$ cat src/hw/sc_guard_pkg.sv
// What this block does
// - Extra guard is nine bits: block guard bit 7 over low byte.
// - Extra guard never below 12 units in T=0 or 11 in T=1.
// - In T=0 a card break postpones the next transmitted start bit.
// - First transmitted character waits block guard after last received start.
// - Block guard time comes from bits 4 to 0, reset to 16 units.
// - Answer timer armed by receive flag, starts at first start bit.
// - Answer timeout when answer spans longer than the 16-bit limit.
// - First-char timer starts at reset release while detection requested.
// - First-char timer overrun raises answer timeout, card is mute.
// - Zero delay and hold clear release reset once supply is good.
// - Nonzero delay postpones reset release by that many units.
// - Setting the hold bit drives card reset low.
// - Clearing the hold bit releases reset after the programmed delay.
// - Hold set before power keeps reset low until cleared plus delay.
// - Reset sequencing acts on the selected card interface.
// - Detection request treats next character as TS, then clears.
package sc_guard_pkg;
  localparam int unsigned NUM_CARDS = 2;
  localparam int unsigned ADDR_W = 18;
  // Register indices; byte address is four times the index
  localparam logic [15:0] IDX_BLOCK_GUARD = 16'hFE16;
  localparam logic [15:0] IDX_EXTRA_GUARD = 16'hFE17;
  localparam logic [15:0] IDX_ANS_TO_HIGH = 16'hFE1F;
  localparam logic [15:0] IDX_ANS_TO_LOW = 16'hFE20;
  localparam logic [15:0] IDX_FIRST_TO = 16'hFE21;
  localparam logic [15:0] IDX_RST_DELAY = 16'hFE22;
  localparam logic [15:0] IDX_CTRL = 16'hFE30;
  localparam logic [15:0] IDX_IRQ_STATUS = 16'hFE31;
  localparam logic [15:0] IDX_IRQ_MASK = 16'hFE32;
  localparam logic [15:0] IDX_STATE = 16'hFE33;
  // Reset values
  localparam logic [7:0] RST_BLOCK_GUARD = 8'h10;
  localparam logic [7:0] RST_EXTRA_GUARD = 8'h0C;
  localparam logic [7:0] RST_ANS_TO = 8'h00;
  localparam logic [7:0] RST_FIRST_TO = 8'h00;
  localparam logic [7:0] RST_RST_DELAY = 8'h70;
  localparam logic [7:0] RST_CTRL = 8'h00;
  localparam logic [2:0] RST_IRQ = 3'h0;
  // Field positions
  localparam int unsigned BG_EGT_MSB = 7;
  localparam int unsigned CTRL_T1 = 0;
  localparam int unsigned CTRL_HOLD = 1;
  localparam int unsigned CTRL_RX_ANSWER = 2;
  localparam int unsigned CTRL_DETECT = 3;
  localparam int unsigned CTRL_SEL = 4;
  localparam int unsigned EV_ANSWER_TO = 0;
  localparam int unsigned EV_MUTE = 1;
  localparam int unsigned EV_TS_DONE = 2;
  localparam int unsigned ST_DIRECT = 0;
  localparam int unsigned ST_TX_OK = 1;
  localparam int unsigned ST_RELEASED = 2;
  // Guard floors in elementary time units
  localparam logic [8:0] EGT_MIN_T0 = 9'h00C;
  localparam logic [8:0] EGT_MIN_T1 = 9'h00B;
  // Raw TS byte that signals direct convention
  localparam logic [7:0] TS_DIRECT = 8'h3B;
  typedef enum logic [1:0] {RS_HELD, RS_DELAY, RS_RELEASED} rst_state_t;
endpackage

$ cat src/hw/sc_guard.sv
// The APB register port was decided locally.
`timescale 1ns/100ps
`default_nettype none
module sc_guard (
  // Clock and reset
  input wire logic i_core_clk,
  input wire logic i_rst_n,
  // APB slave
  input wire logic i_psel,
  input wire logic i_penable,
  input wire logic i_pwrite,
  input wire logic [17:0] i_paddr,
  input wire logic [31:0] i_pwdata,
  output logic [31:0] o_prdata,
  output logic o_pready,
  output logic o_pslverr,
  // Baud timing and character engines, same clock
  input wire logic i_etu_tick,
  input wire logic i_rx_start,
  input wire logic i_rx_char_done,
  input wire logic [7:0] i_rx_char_raw,
  input wire logic i_tx_start,
  input wire logic i_card_break,
  // Card power, asynchronous
  input wire logic i_card_supply_good,
  // Outputs
  output logic o_tx_start_ok,
  output logic o_direct_conv,
  output logic [1:0] o_card_rst_n,
  output logic o_irq
);

  // ----------------------------------------
  // Register file
  // ----------------------------------------
  logic [7:0] block_guard_ctrl_q;
  logic [7:0] extra_guard_low_q;
  logic [7:0] answer_timeout_high_q;
  logic [7:0] answer_timeout_low_q;
  logic [7:0] first_char_timeout_q;
  logic [7:0] reset_release_delay_q;
  logic [7:0] ctrl_q;
  logic [2:0] irq_status_q;
  logic [2:0] irq_mask_q;
  logic [2:0] events;
  logic direct_q;
  logic ts_seen;

  logic access;
  logic wr;
  logic [15:0] idx;
  logic aligned;
  logic hit;
  logic [7:0] wd;

  assign access = i_psel & i_penable & o_pready;
  assign wr = access & i_pwrite;
  assign idx = i_paddr[17:2];
  assign aligned = (i_paddr[1:0] == 2'h0);
  assign wd = i_pwdata[7:0];

  always_comb begin
    case (idx)
      sc_guard_pkg::IDX_BLOCK_GUARD,
      sc_guard_pkg::IDX_EXTRA_GUARD,
      sc_guard_pkg::IDX_ANS_TO_HIGH,
      sc_guard_pkg::IDX_ANS_TO_LOW,
      sc_guard_pkg::IDX_FIRST_TO,
      sc_guard_pkg::IDX_RST_DELAY,
      sc_guard_pkg::IDX_CTRL,
      sc_guard_pkg::IDX_IRQ_STATUS,
      sc_guard_pkg::IDX_IRQ_MASK,
      sc_guard_pkg::IDX_STATE: hit = aligned;
      default: hit = 1'b0;
    endcase
  end

  // Zero-wait slave: ready comes up for the access cycle only
  always_ff @(posedge i_core_clk or negedge i_rst_n) begin
    if (!i_rst_n) begin
      o_pready <= 1'b0;
      o_pslverr <= 1'b0;
    end else begin
      o_pready <= i_psel & ~i_penable;
      o_pslverr <= i_psel & ~i_penable & ~hit;
    end
  end

  always_ff @(posedge i_core_clk or negedge i_rst_n) begin
    if (!i_rst_n) begin
      block_guard_ctrl_q <= sc_guard_pkg::RST_BLOCK_GUARD;
      extra_guard_low_q <= sc_guard_pkg::RST_EXTRA_GUARD;
      answer_timeout_high_q <= sc_guard_pkg::RST_ANS_TO;
      answer_timeout_low_q <= sc_guard_pkg::RST_ANS_TO;
      first_char_timeout_q <= sc_guard_pkg::RST_FIRST_TO;
      reset_release_delay_q <= sc_guard_pkg::RST_RST_DELAY;
      irq_mask_q <= sc_guard_pkg::RST_IRQ;
    end else if (wr) begin
      case (idx)
        sc_guard_pkg::IDX_BLOCK_GUARD: block_guard_ctrl_q <= wd & 8'h9F;
        sc_guard_pkg::IDX_EXTRA_GUARD: extra_guard_low_q <= wd;
        sc_guard_pkg::IDX_ANS_TO_HIGH: answer_timeout_high_q <= wd;
        sc_guard_pkg::IDX_ANS_TO_LOW: answer_timeout_low_q <= wd;
        sc_guard_pkg::IDX_FIRST_TO: first_char_timeout_q <= wd;
        sc_guard_pkg::IDX_RST_DELAY: reset_release_delay_q <= wd;
        sc_guard_pkg::IDX_IRQ_MASK: irq_mask_q <= wd[2:0];
        default: begin
        end
      endcase
    end
  end

  // Control: a software write wins over the hardware clear of detection
  always_ff @(posedge i_core_clk or negedge i_rst_n) begin
    if (!i_rst_n) begin
      ctrl_q <= sc_guard_pkg::RST_CTRL;
    end else if (wr && idx == sc_guard_pkg::IDX_CTRL) begin
      ctrl_q <= wd & 8'h1F;
    end else if (ts_seen) begin
      ctrl_q[sc_guard_pkg::CTRL_DETECT] <= 1'b0;
    end
  end

  // Sticky events, cleared by writing one; a new event beats the clear
  always_ff @(posedge i_core_clk or negedge i_rst_n) begin
    if (!i_rst_n) begin
      irq_status_q <= sc_guard_pkg::RST_IRQ;
    end else if (wr && idx == sc_guard_pkg::IDX_IRQ_STATUS) begin
      irq_status_q <= (irq_status_q & ~wd[2:0]) | events;
    end else begin
      irq_status_q <= irq_status_q | events;
    end
  end

  always_ff @(posedge i_core_clk or negedge i_rst_n) begin
    if (!i_rst_n) begin
      o_irq <= 1'b0;
    end else begin
      o_irq <= |(irq_status_q & irq_mask_q);
    end
  end

  logic [7:0] rd;
  logic tx_ok_d;
  logic released;

  always_comb begin
    case (idx)
      sc_guard_pkg::IDX_BLOCK_GUARD: rd = block_guard_ctrl_q;
      sc_guard_pkg::IDX_EXTRA_GUARD: rd = extra_guard_low_q;
      sc_guard_pkg::IDX_ANS_TO_HIGH: rd = answer_timeout_high_q;
      sc_guard_pkg::IDX_ANS_TO_LOW: rd = answer_timeout_low_q;
      sc_guard_pkg::IDX_FIRST_TO: rd = first_char_timeout_q;
      sc_guard_pkg::IDX_RST_DELAY: rd = reset_release_delay_q;
      sc_guard_pkg::IDX_CTRL: rd = ctrl_q;
      sc_guard_pkg::IDX_IRQ_STATUS: rd = {5'h00, irq_status_q};
      sc_guard_pkg::IDX_IRQ_MASK: rd = {5'h00, irq_mask_q};
      sc_guard_pkg::IDX_STATE: rd = {5'h00, released, tx_ok_d, direct_q};
      default: rd = 8'h00;
    endcase
  end

  always_ff @(posedge i_core_clk or negedge i_rst_n) begin
    if (!i_rst_n) begin
      o_prdata <= 32'h0000_0000;
    end else if (i_psel && !i_penable) begin
      o_prdata <= hit ? {24'h00_0000, rd} : 32'h0000_0000;
    end
  end

  // ----------------------------------------
  // Guard times
  // ----------------------------------------
  logic t1_mode;
  logic [8:0] egt_prog;
  logic [8:0] egt_floor;
  logic [8:0] egt_eff;
  logic [8:0] tx_gap_q;
  logic [4:0] bg_cnt_q;
  logic rx_last_q;

  assign t1_mode = ctrl_q[sc_guard_pkg::CTRL_T1];
  assign egt_prog = {block_guard_ctrl_q[sc_guard_pkg::BG_EGT_MSB],
                     extra_guard_low_q};
  assign egt_floor = t1_mode ? sc_guard_pkg::EGT_MIN_T1
                             : sc_guard_pkg::EGT_MIN_T0;
  assign egt_eff = (egt_prog < egt_floor) ? egt_floor : egt_prog;

  // Units since the last transmitted start edge; saturates at the top
  always_ff @(posedge i_core_clk or negedge i_rst_n) begin
    if (!i_rst_n) begin
      tx_gap_q <= 9'h1FF;
    end else if (i_tx_start) begin
      tx_gap_q <= 9'h000;
    end else if (i_card_break && !t1_mode) begin
      // Restarting the gap pushes the next start a full guard out
      tx_gap_q <= 9'h000;
    end else if (i_etu_tick && tx_gap_q != 9'h1FF) begin
      tx_gap_q <= tx_gap_q + 9'h001;
    end
  end

  // Units since the last received start edge
  always_ff @(posedge i_core_clk or negedge i_rst_n) begin
    if (!i_rst_n) begin
      bg_cnt_q <= 5'h1F;
    end else if (i_rx_start) begin
      bg_cnt_q <= 5'h00;
    end else if (i_etu_tick && bg_cnt_q != 5'h1F) begin
      bg_cnt_q <= bg_cnt_q + 5'h01;
    end
  end

  // Set when reception was the latest traffic, so the next send is a first
  always_ff @(posedge i_core_clk or negedge i_rst_n) begin
    if (!i_rst_n) begin
      rx_last_q <= 1'b0;
    end else if (i_rx_start) begin
      rx_last_q <= 1'b1;
    end else if (i_tx_start) begin
      rx_last_q <= 1'b0;
    end
  end

  // A saturated block count of 31 still meets the widest 5-bit guard
  assign tx_ok_d = rx_last_q
                 ? (bg_cnt_q >= block_guard_ctrl_q[4:0])
                 : (tx_gap_q >= egt_eff);

  always_ff @(posedge i_core_clk or negedge i_rst_n) begin
    if (!i_rst_n) begin
      o_tx_start_ok <= 1'b0;
    end else begin
      o_tx_start_ok <= tx_ok_d & ~i_tx_start & ~i_rx_start;
    end
  end

  // ----------------------------------------
  // Answer and first-character timers
  // ----------------------------------------
  logic [16:0] ans_cnt_q;
  logic ans_run_q;
  logic ans_fire;
  logic [15:0] ans_limit;
  logic [8:0] fc_cnt_q;
  logic fc_run_q;
  logic fc_fire;
  logic rel_edge;

  assign ans_limit = {answer_timeout_high_q, answer_timeout_low_q};
  assign ans_fire = ans_run_q && i_etu_tick &&
                    ans_cnt_q == {1'b0, ans_limit};

  always_ff @(posedge i_core_clk or negedge i_rst_n) begin
    if (!i_rst_n) begin
      ans_run_q <= 1'b0;
      ans_cnt_q <= 17'h0_0000;
    end else if (!ctrl_q[sc_guard_pkg::CTRL_RX_ANSWER]) begin
      ans_run_q <= 1'b0;
      ans_cnt_q <= 17'h0_0000;
    end else if (!ans_run_q && ans_cnt_q == 17'h0_0000 && i_rx_start) begin
      ans_run_q <= 1'b1;
    end else if (ans_run_q && i_etu_tick) begin
      ans_cnt_q <= ans_cnt_q + 17'h0_0001;
      if (ans_fire) begin
        // Stop after one report; stays idle until CTRL_RX_ANSWER is cleared
        ans_run_q <= 1'b0;
        ans_cnt_q <= 17'h1_0000;
      end
    end
  end

  assign fc_fire = fc_run_q && i_etu_tick &&
                   fc_cnt_q == {1'b0, first_char_timeout_q};

  always_ff @(posedge i_core_clk or negedge i_rst_n) begin
    if (!i_rst_n) begin
      fc_run_q <= 1'b0;
      fc_cnt_q <= 9'h000;
    end else if (rel_edge && ctrl_q[sc_guard_pkg::CTRL_DETECT]) begin
      fc_run_q <= 1'b1;
      fc_cnt_q <= 9'h000;
    end else if (i_rx_start || fc_fire ||
                 !ctrl_q[sc_guard_pkg::CTRL_DETECT]) begin
      fc_run_q <= 1'b0;
    end else if (fc_run_q && i_etu_tick) begin
      fc_cnt_q <= fc_cnt_q + 9'h001;
    end
  end

  // ----------------------------------------
  // TS detection
  // ----------------------------------------
  assign ts_seen = i_rx_char_done & ctrl_q[sc_guard_pkg::CTRL_DETECT];

  always_ff @(posedge i_core_clk or negedge i_rst_n) begin
    if (!i_rst_n) begin
      direct_q <= 1'b1;
    end else if (ts_seen) begin
      direct_q <= (i_rx_char_raw == sc_guard_pkg::TS_DIRECT);
    end
  end

  always_ff @(posedge i_core_clk or negedge i_rst_n) begin
    if (!i_rst_n) begin
      o_direct_conv <= 1'b1;
    end else begin
      o_direct_conv <= direct_q;
    end
  end

  always_comb begin
    events = 3'h0;
    events[sc_guard_pkg::EV_ANSWER_TO] = ans_fire | fc_fire;
    events[sc_guard_pkg::EV_MUTE] = fc_fire;
    events[sc_guard_pkg::EV_TS_DONE] = ts_seen;
  end

  // ----------------------------------------
  // Card reset sequencing
  // ----------------------------------------
  logic supply_meta_q;
  logic supply_q;
  sc_guard_pkg::rst_state_t rst_state_q;
  logic [7:0] rst_cnt_q;
  logic hold;
  logic sel_q;
  logic [1:0] card_rel_q;

  assign hold = ctrl_q[sc_guard_pkg::CTRL_HOLD];
  assign released = (rst_state_q == sc_guard_pkg::RS_RELEASED);

  always_ff @(posedge i_core_clk or negedge i_rst_n) begin
    if (!i_rst_n) begin
      supply_meta_q <= 1'b0;
      supply_q <= 1'b0;
    end else begin
      supply_meta_q <= i_card_supply_good;
      supply_q <= supply_meta_q;
    end
  end

  // Sequencer restarts whenever another card is chosen
  always_ff @(posedge i_core_clk or negedge i_rst_n) begin
    if (!i_rst_n) begin
      sel_q <= 1'b0;
    end else begin
      sel_q <= ctrl_q[sc_guard_pkg::CTRL_SEL];
    end
  end

  always_ff @(posedge i_core_clk or negedge i_rst_n) begin
    if (!i_rst_n) begin
      rst_state_q <= sc_guard_pkg::RS_HELD;
      rst_cnt_q <= 8'h00;
    end else if (hold || !supply_q ||
                 sel_q != ctrl_q[sc_guard_pkg::CTRL_SEL]) begin
      rst_state_q <= sc_guard_pkg::RS_HELD;
      rst_cnt_q <= 8'h00;
    end else begin
      case (rst_state_q)
        sc_guard_pkg::RS_HELD: begin
          rst_cnt_q <= 8'h00;
          if (reset_release_delay_q == 8'h00) begin
            rst_state_q <= sc_guard_pkg::RS_RELEASED;
          end else begin
            rst_state_q <= sc_guard_pkg::RS_DELAY;
          end
        end
        sc_guard_pkg::RS_DELAY: begin
          if (rst_cnt_q >= reset_release_delay_q) begin
            rst_state_q <= sc_guard_pkg::RS_RELEASED;
          end else if (i_etu_tick) begin
            rst_cnt_q <= rst_cnt_q + 8'h01;
          end
        end
        sc_guard_pkg::RS_RELEASED: rst_state_q <= sc_guard_pkg::RS_RELEASED;
        default: rst_state_q <= sc_guard_pkg::RS_HELD;
      endcase
    end
  end

  // Release edge of the selected card starts the first-character timer
  assign rel_edge = released & ~card_rel_q[sel_q];

  genvar c;
  generate
    for (c = 0; c < sc_guard_pkg::NUM_CARDS; c = c + 1) begin : g_card
      // Only the selected card follows the sequencer; others keep level
      always_ff @(posedge i_core_clk or negedge i_rst_n) begin
        if (!i_rst_n) begin
          card_rel_q[c] <= 1'b0;
        end else if (sel_q == 1'(c) &&
                     sel_q == ctrl_q[sc_guard_pkg::CTRL_SEL]) begin
          card_rel_q[c] <= released;
        end
      end
    end
  endgenerate

  always_ff @(posedge i_core_clk or negedge i_rst_n) begin
    if (!i_rst_n) begin
      o_card_rst_n <= 2'h0;
    end else begin
      o_card_rst_n <= card_rel_q;
    end
  end

endmodule
`default_nettype wire

$ cat config.mk
export PLATFORM = sky130hd
export DESIGN_NAME = sc_guard
export DESIGN_NICKNAME = d
export VERILOG_FILES = /design/src/hw/sc_guard_pkg.sv /design/src/hw/sc_guard.sv
export SDC_FILE = /design/constraint.sdc
export NUM_CORES = 1
export LEC_CHECK = 0
export BUFFER_PORTS_ARGS = -buffer_cell sky130_fd_sc_hd__buf_2
export CAP_MARGIN = 25
export CORE_MARGIN = 1
export CORE_UTILIZATION = 40
export DETAILED_ROUTE_END_ITERATION = 8
export PLACE_DENSITY = 0.58
export SLEW_MARGIN = 20
export SYNTH_ARGS = -nofsm -noshare
export SYNTH_HDL_FRONTEND = slang
export SYNTH_SLANG_ARGS = --single-unit
$ cat constraint.sdc
create_clock -name i_core_clk -period 3.4 [get_ports i_core_clk]
set_input_delay 0.34 -clock i_core_clk [delete_from_list [all_inputs] [get_ports i_core_clk]]
set_output_delay 0.34 -clock i_core_clk [all_outputs]
set_load 0.005 [all_outputs]
# Word level (Yosys, flattened, before mapping)
# Index checks and enable logic that the tools add are counted.
# Widths: inputs -> output; s select.
totals:
  ff_bits: 155
  inputBits: 69
  out_inout_bits: 39
  wordCells: 177
classes:
  addsub: 5
  order_cmp: 5
  n_eq_ne: 27
  muxes: 39
  n_bitwise: 21
  reduce_logical: 48
op_table:
  columns: ["operator", "count"]
  rows:
  - ["$eq 16x16->1 const B", 10]
  - ["$pmux 8 s10", 1]
  - ["$mux 17", 4]
  - ["$mux 9", 7]
  - ["$mux 8", 4]
  - ["$reduce_and 2->1", 10]
  - ["$add 9x1->9 const B", 2]
  - ["$add 17x1->17 const B", 1]
  - ["$eq 17x16->1", 1]
  - ["$logic_not 17->1", 1]
  - ["$pmux 8 s2", 1]
  - ["$logic_and 1x1->1", 15]
  - ["$mux 1", 14]
  - ["$mux 5", 2]
  - ["$reduce_bool 2->1", 5]
  - ["$reduce_or 10->1", 1]
  - ["$and 1x1->1", 9]
  - ["$eq 9x8->1", 1]
  - ["$ge 9x9->1", 1]
  - ["$lt 9x4->1", 1]
  - ["$ne 3x3->1 const B", 3]
  - ["$ne 9x9->1 const B", 1]
  - ["$add 8x1->8 const B", 1]
  - ["$eq 8x6->1 const B", 1]
  - ["27 further kinds", 48]

# Depth between registers and ports, before layout
depth:
  depth_word: 7
  ltp_mapped: 14
  ltp_nobuf: 14

# Worst setup path after synthesis
# No wires, ideal clock.
synth_timing:
  path_kind: "register to register"
  start: "register ctrl_q[0]"
  end: "register o_prdata[1]"
  setup_ns: 0.145
  arrival_time_ns: 2.867
  required_time_ns: 3.255
  setup_slack_ns: 0.388
  path_stages_with_launch: 15
  n_path_buf: 0
  period_less_slack_ns: 3.012
  cell_sequence: "dfrtp_1 -> inv_1 -> ha_1 -> o21ai_0 -> nand2b_1 -> a21o_1 -> a21boi_0 -> mux2_2 -> ha_1 -> nand2b_1 -> a31oi_1 -> o21ai_0 -> a211o_1 -> nand4_1 -> a41oi_1"
synth_via:
  elab_chain_cells: 7
synth_lines:
  columns: ["element", "line_no", "text"]
  rows:
  - ["from (decl)", "sc_guard.sv:42", "logic [7:0] ctrl_q;"]
  - ["from (signal assigned)", "sc_guard.sv:116", "ctrl_q <= sc_guard_pkg::RST_CTRL;"]
  - ["from (signal assigned)", "sc_guard.sv:118", "ctrl_q <= wd & 8'h1F;"]
  - ["$mux 3 (*)", "sc_guard.sv:185", "assign egt_floor = t1_mode ? sc_guard_pkg::EGT_MIN_T1"]
  - ["$lt 9x4->1", "sc_guard.sv:187", "assign egt_eff = (egt_prog < egt_floor) ? egt_floor : egt_prog;"]
  - ["$mux 9 (*)", "sc_guard.sv:187", null]
  - ["$ge 9x9->1 (*)", "sc_guard.sv:228", ": (tx_gap_q >= egt_eff);"]
  - ["$mux 1 (*)", "sc_guard.sv:227", "? (bg_cnt_q >= block_guard_ctrl_q[4:0])"]
  - ["$pmux 8 s10 (*)", "sc_guard.sv:148", "case (idx)"]
  - ["$mux 8 (*)", "sc_guard.sv:167", "o_prdata <= hit ? {24'h00_0000, rd} : 32'h0000_0000;"]
  - ["to (signal assigned)", "sc_guard.sv:167", null]
  - ["to (decl)", "sc_guard.sv:14", "output logic [31:0] o_prdata,"]
# Every way passes the cells marked *; elsewhere a longest branch is shown, timed or not.
# A chain may end at the register's enable or synchronous reset.

# Worst setup path in the final report
# Ends and elaborated chain as after synthesis.

==> flow_metrics.py <==
metrics = {
    "placement": {
        "dp_hpwl_mm": 14.4,
        "portBuffers": 59,
        "dpl.cell_count": 999,
        "gp_congestion": 0.885,
        "placed_area_sq_um": 7960,
    },
    "grt": {
        "use_met2": 0.343,
        "grt_overflow": 0,
        "grt_util_met3": 0.0463,
        "antenna_found_initial": 0,
        "grtUsageTotal": 0.212,
        "busiest_layer": "met2",
        "grt_pass1_vias": 5785,
        "grt_util_met1": 0.281,
        "grt_max_degree": 60,
        "grt_pass1_wl_mm": 31.5,
    },
    "power": {
        "p_leak_uw": 0.00411,
        "power_density_nw_per_um2": 431,
        "vdd_drop_max_v": 0.000332,
    },
    "cts": {
        "clk_path_buf_depth": 2,
        "clock-sinks": 131,
        "cts_tree": "built",
        "post_cts_buffers": 0,
        "cts_resized": 0,
        "clkSlewWorstSetupHoldPaths_ns": 0.05,
        "root_buffer": "clkbuf_16",
        "cts_made_buffers": 17,
        "h-tree-depth": 4,
        "cts_hold_buffers": 1,
        "clk_latency_ns": 0.42,
    },
    "logic_synthesis": {
        "synth.top_cell.area_share": 0.363,
        "ys.flop_type": "dfrtp_1",
        "synth_area_leaders": "dfrtp_1 36%, dfstp_2 7.7%, mux2_2 7.6%",
        "yosysWarnings": 0,
        "synth_top_area_cell": "dfrtp_1",
        "async_reset_ff_frac": 1.00,
        "netlist_top_cells_count": "109 x dfrtp_1, 60 x nor2_1, 56 x nand2_1, 51 x mux2_2, 45 x xor2_1",
        "synth_cells": 729,
        "synth-edff-count": 0,
        "ys_types": 69,
        "synth.most_common_cell": "dfrtp_1",
        "ys_seq_elements": 131,
        "postSynthAreaPerCell_sq_um": 10.3,
        "syn_area_sq_um": 7520,
        "ys_seq_area_frac": 0.440,
    },
    "sta": {
        "holdWs_ns": 0.0262,
        "setup_viol": 0,
        "rsz0062_at_grt": "no",
        "fin_tns_setup_ns": 0,
        "fin_crit_ns": 3.15,
        "hold_viol": 0,
        "tightest_slew_ns": 0.755,
        "clock_skew_ns": 0.00883,
        "relSlewSlack": 0.492,
        "fin_crit_sh": 0.926,
        "fmax_ghz": 0.318,
        "slew_violations": 0,
    },
    "route": {
        "wl_mm": 19.5,
        "wire_per_inst_microns": 18.9,
        "vias": 5753,
        "dr.first_iter.drc_count": 308,
        "vias_per_cell": 5.57,
        "drc_errors": 7,
        "drtPass1Iterations": 7,
        "ant_nets": 0,
    },
    "critical_path": {
        "crit_path_end_kind": "flip-flop",
        "cp_max_fo": 4,
        "r2r-start": "ctrl_q[0]",
        "crit_path_start_kind": "flip-flop",
        "cp_slowest_cell": "dfrtp_1",
        "cp.arrival_ns": 3.42,
        "crit_required_ns": 3.68,
        "reg2reg_slack_ns": 0.25,
        "crit_type": "flip-flop to flip-flop",
        "timing.rr.end": "o_prdata[1]",
        "ff2ff_path_depth": 14,
        "path_cells": "inv_1 -> ha_1 -> o21ai_0 -> nand2b_1 -> a21o_1 -> a21boi_0 -> mux2_2 -> ha_1 -> nand2b_1 -> a31oi_1 -> o21ai_0 -> a211o_1 -> nand4_1 -> a41oi_1",
        "critical_path.max_stage_delay_ns": 0.38,
    },
    "min_path": {
        "worstHoldEndpoint": "supply_meta_q",
        "worstHoldPathCells": 1,
        "hold_path_class": "primary input to flip-flop",
        "timing.hold.worst.start": "i_card_supply_good",
    },
    "floorplan": {
        "initial_utilization": 0.413,
        "core-area_sq_um": 18200,
        "rows": 49,
        "die_y_microns": 139,
        "ios": 108,
        "die_area_sq_um": 19300,
        "die_w_microns": 139,
    },
    "finish": {
        "diodes": 0,
        "fin_util": 0.472,
        "fill_cells": 1710,
        "final_area_sq_um": 8590,
        "nets": 897,
        "stdcell_count": 1032,
        "final_layout_size_suffix_gt1_frac": 0.233,
        "syn_to_final_growth_pct": 14.3,
    },
    "outcome": {
        "violations": "DRC",
        "status": "finished with violations",
    },
    "run": {
        "drv_cap": 0,
    },
}
==> how the worst max path moves through the flow <==
stage | from | endpoint | slack (ns) | cells past startpoint
floorplan | ctrl_q[0] | o_prdata[1] | 0.39 | 14
CTS | ctrl_q[0] | o_prdata[1] | 0.25 | 14
global placement | ctrl_q[0] | o_prdata[1] | 0.39 | 14
global route | ctrl_q[0] | o_prdata[1] | 0.03 | 15
detailed placement | ctrl_q[0] | o_prdata[1] | 0.28 | 14
finish | ctrl_q[0] | o_prdata[1] | 0.25 | 14
==> logic make-up after synthesis <==
group           synth area share
simple gates               0.173
buf+inv                   0.0574
other cells             0.000499
compound gates            0.0917
flops                      0.440
xor+xnor                  0.0641
fa+ha+maj                 0.0633
mux                        0.110
==> metal layers <==
layer | wire [microns] | share of wire
met4 | 439 | 0.023
met3 | 986 | 0.051
met2 | 9160 | 0.47
met5 | 0 | 0
met1 | 8910 | 0.46
==> cells in the final DEF, fill, tap and decap left out, types with 21 or more instances in the layout <==
cell	synthesis	routed
dfrtp_1	109	109
nor2_1	60	60
buf_2	3	58
nand2_1	56	56
mux2_2	51	51
xor2_1	45	45
inv_1	39	39
ha_1	38	38
o21ai_0	29	29
conb_1	1	24
dfstp_2	22	22
nand4_1	21	21
nand3_1	21	21
==> worst max-delay path, delay by kind of cell (launching register included) <==
| kind | cells | cell delay, ns |
|---|---|---|
| AOI/OAI and AO/OA | 7 | 1.26 |
| adders and majority gates | 2 | 0.52 |
| buffers and inverters | 1 | 0.13 |
| DFF | 1 | 0.38 |
| muxes | 1 | 0.38 |
| and+or+nand+nor | 3 | 0.33 |
==> cell type report <==
| class | count | area (sq um) | area share |
|---|---|---|---|
| inverters | 39 | 146 | 0.0170 |
| clock inverters | 9 | 151 | 0.0176 |
| clock buffers | 23 | 468 | 0.0545 |
| well taps | 229 | 287 | 0.0334 |
| multi-input cells | 535 | 3860 | 0.450 |
| repair buffers | 66 | 365 | 0.0425 |
| flip-flops and latches | 131 | 3310 | 0.385 |
==> where the power goes <==
part	switching [uW]	total, uW	internal [uW]
Clock	678	1940	1260
Sequential	8.48	1580	1570
Combinational	120	173	52.4
==> flip-flops by register name, summed over array words and instances (netlist names), 2 cells and up <==
register	cells
card_rel_q	2
irq_mask_q	3
bg_cnt_q	5
fc_cnt_q	9
o_prdata	8
first_char_timeout_q	8
tx_gap_q	9
extra_guard_low_q	8
answer_timeout_high_q	8
block_guard_ctrl_q	6
answer_timeout_low_q	8
reset_release_delay_q	8
o_card_rst_n	2
ctrl_q	5
ans_cnt_q	17
irq_status_q	3
rst_state_q	2
rst_cnt_q	8
==> through the flow <==
stage | setup slack (ns) | total power [uW]
6_report | 0.253 | 3700
5_1_grt | 0.0286 | 3830
4_1_cts | 0.252 | 3730
3_5_place_dp | 0.281 | 1780
3_3_place_gp | 0.390 | 1780
2_1_floorplan | 0.388 | 1700
Note: power is estimated with default switching activity, not from simulation.
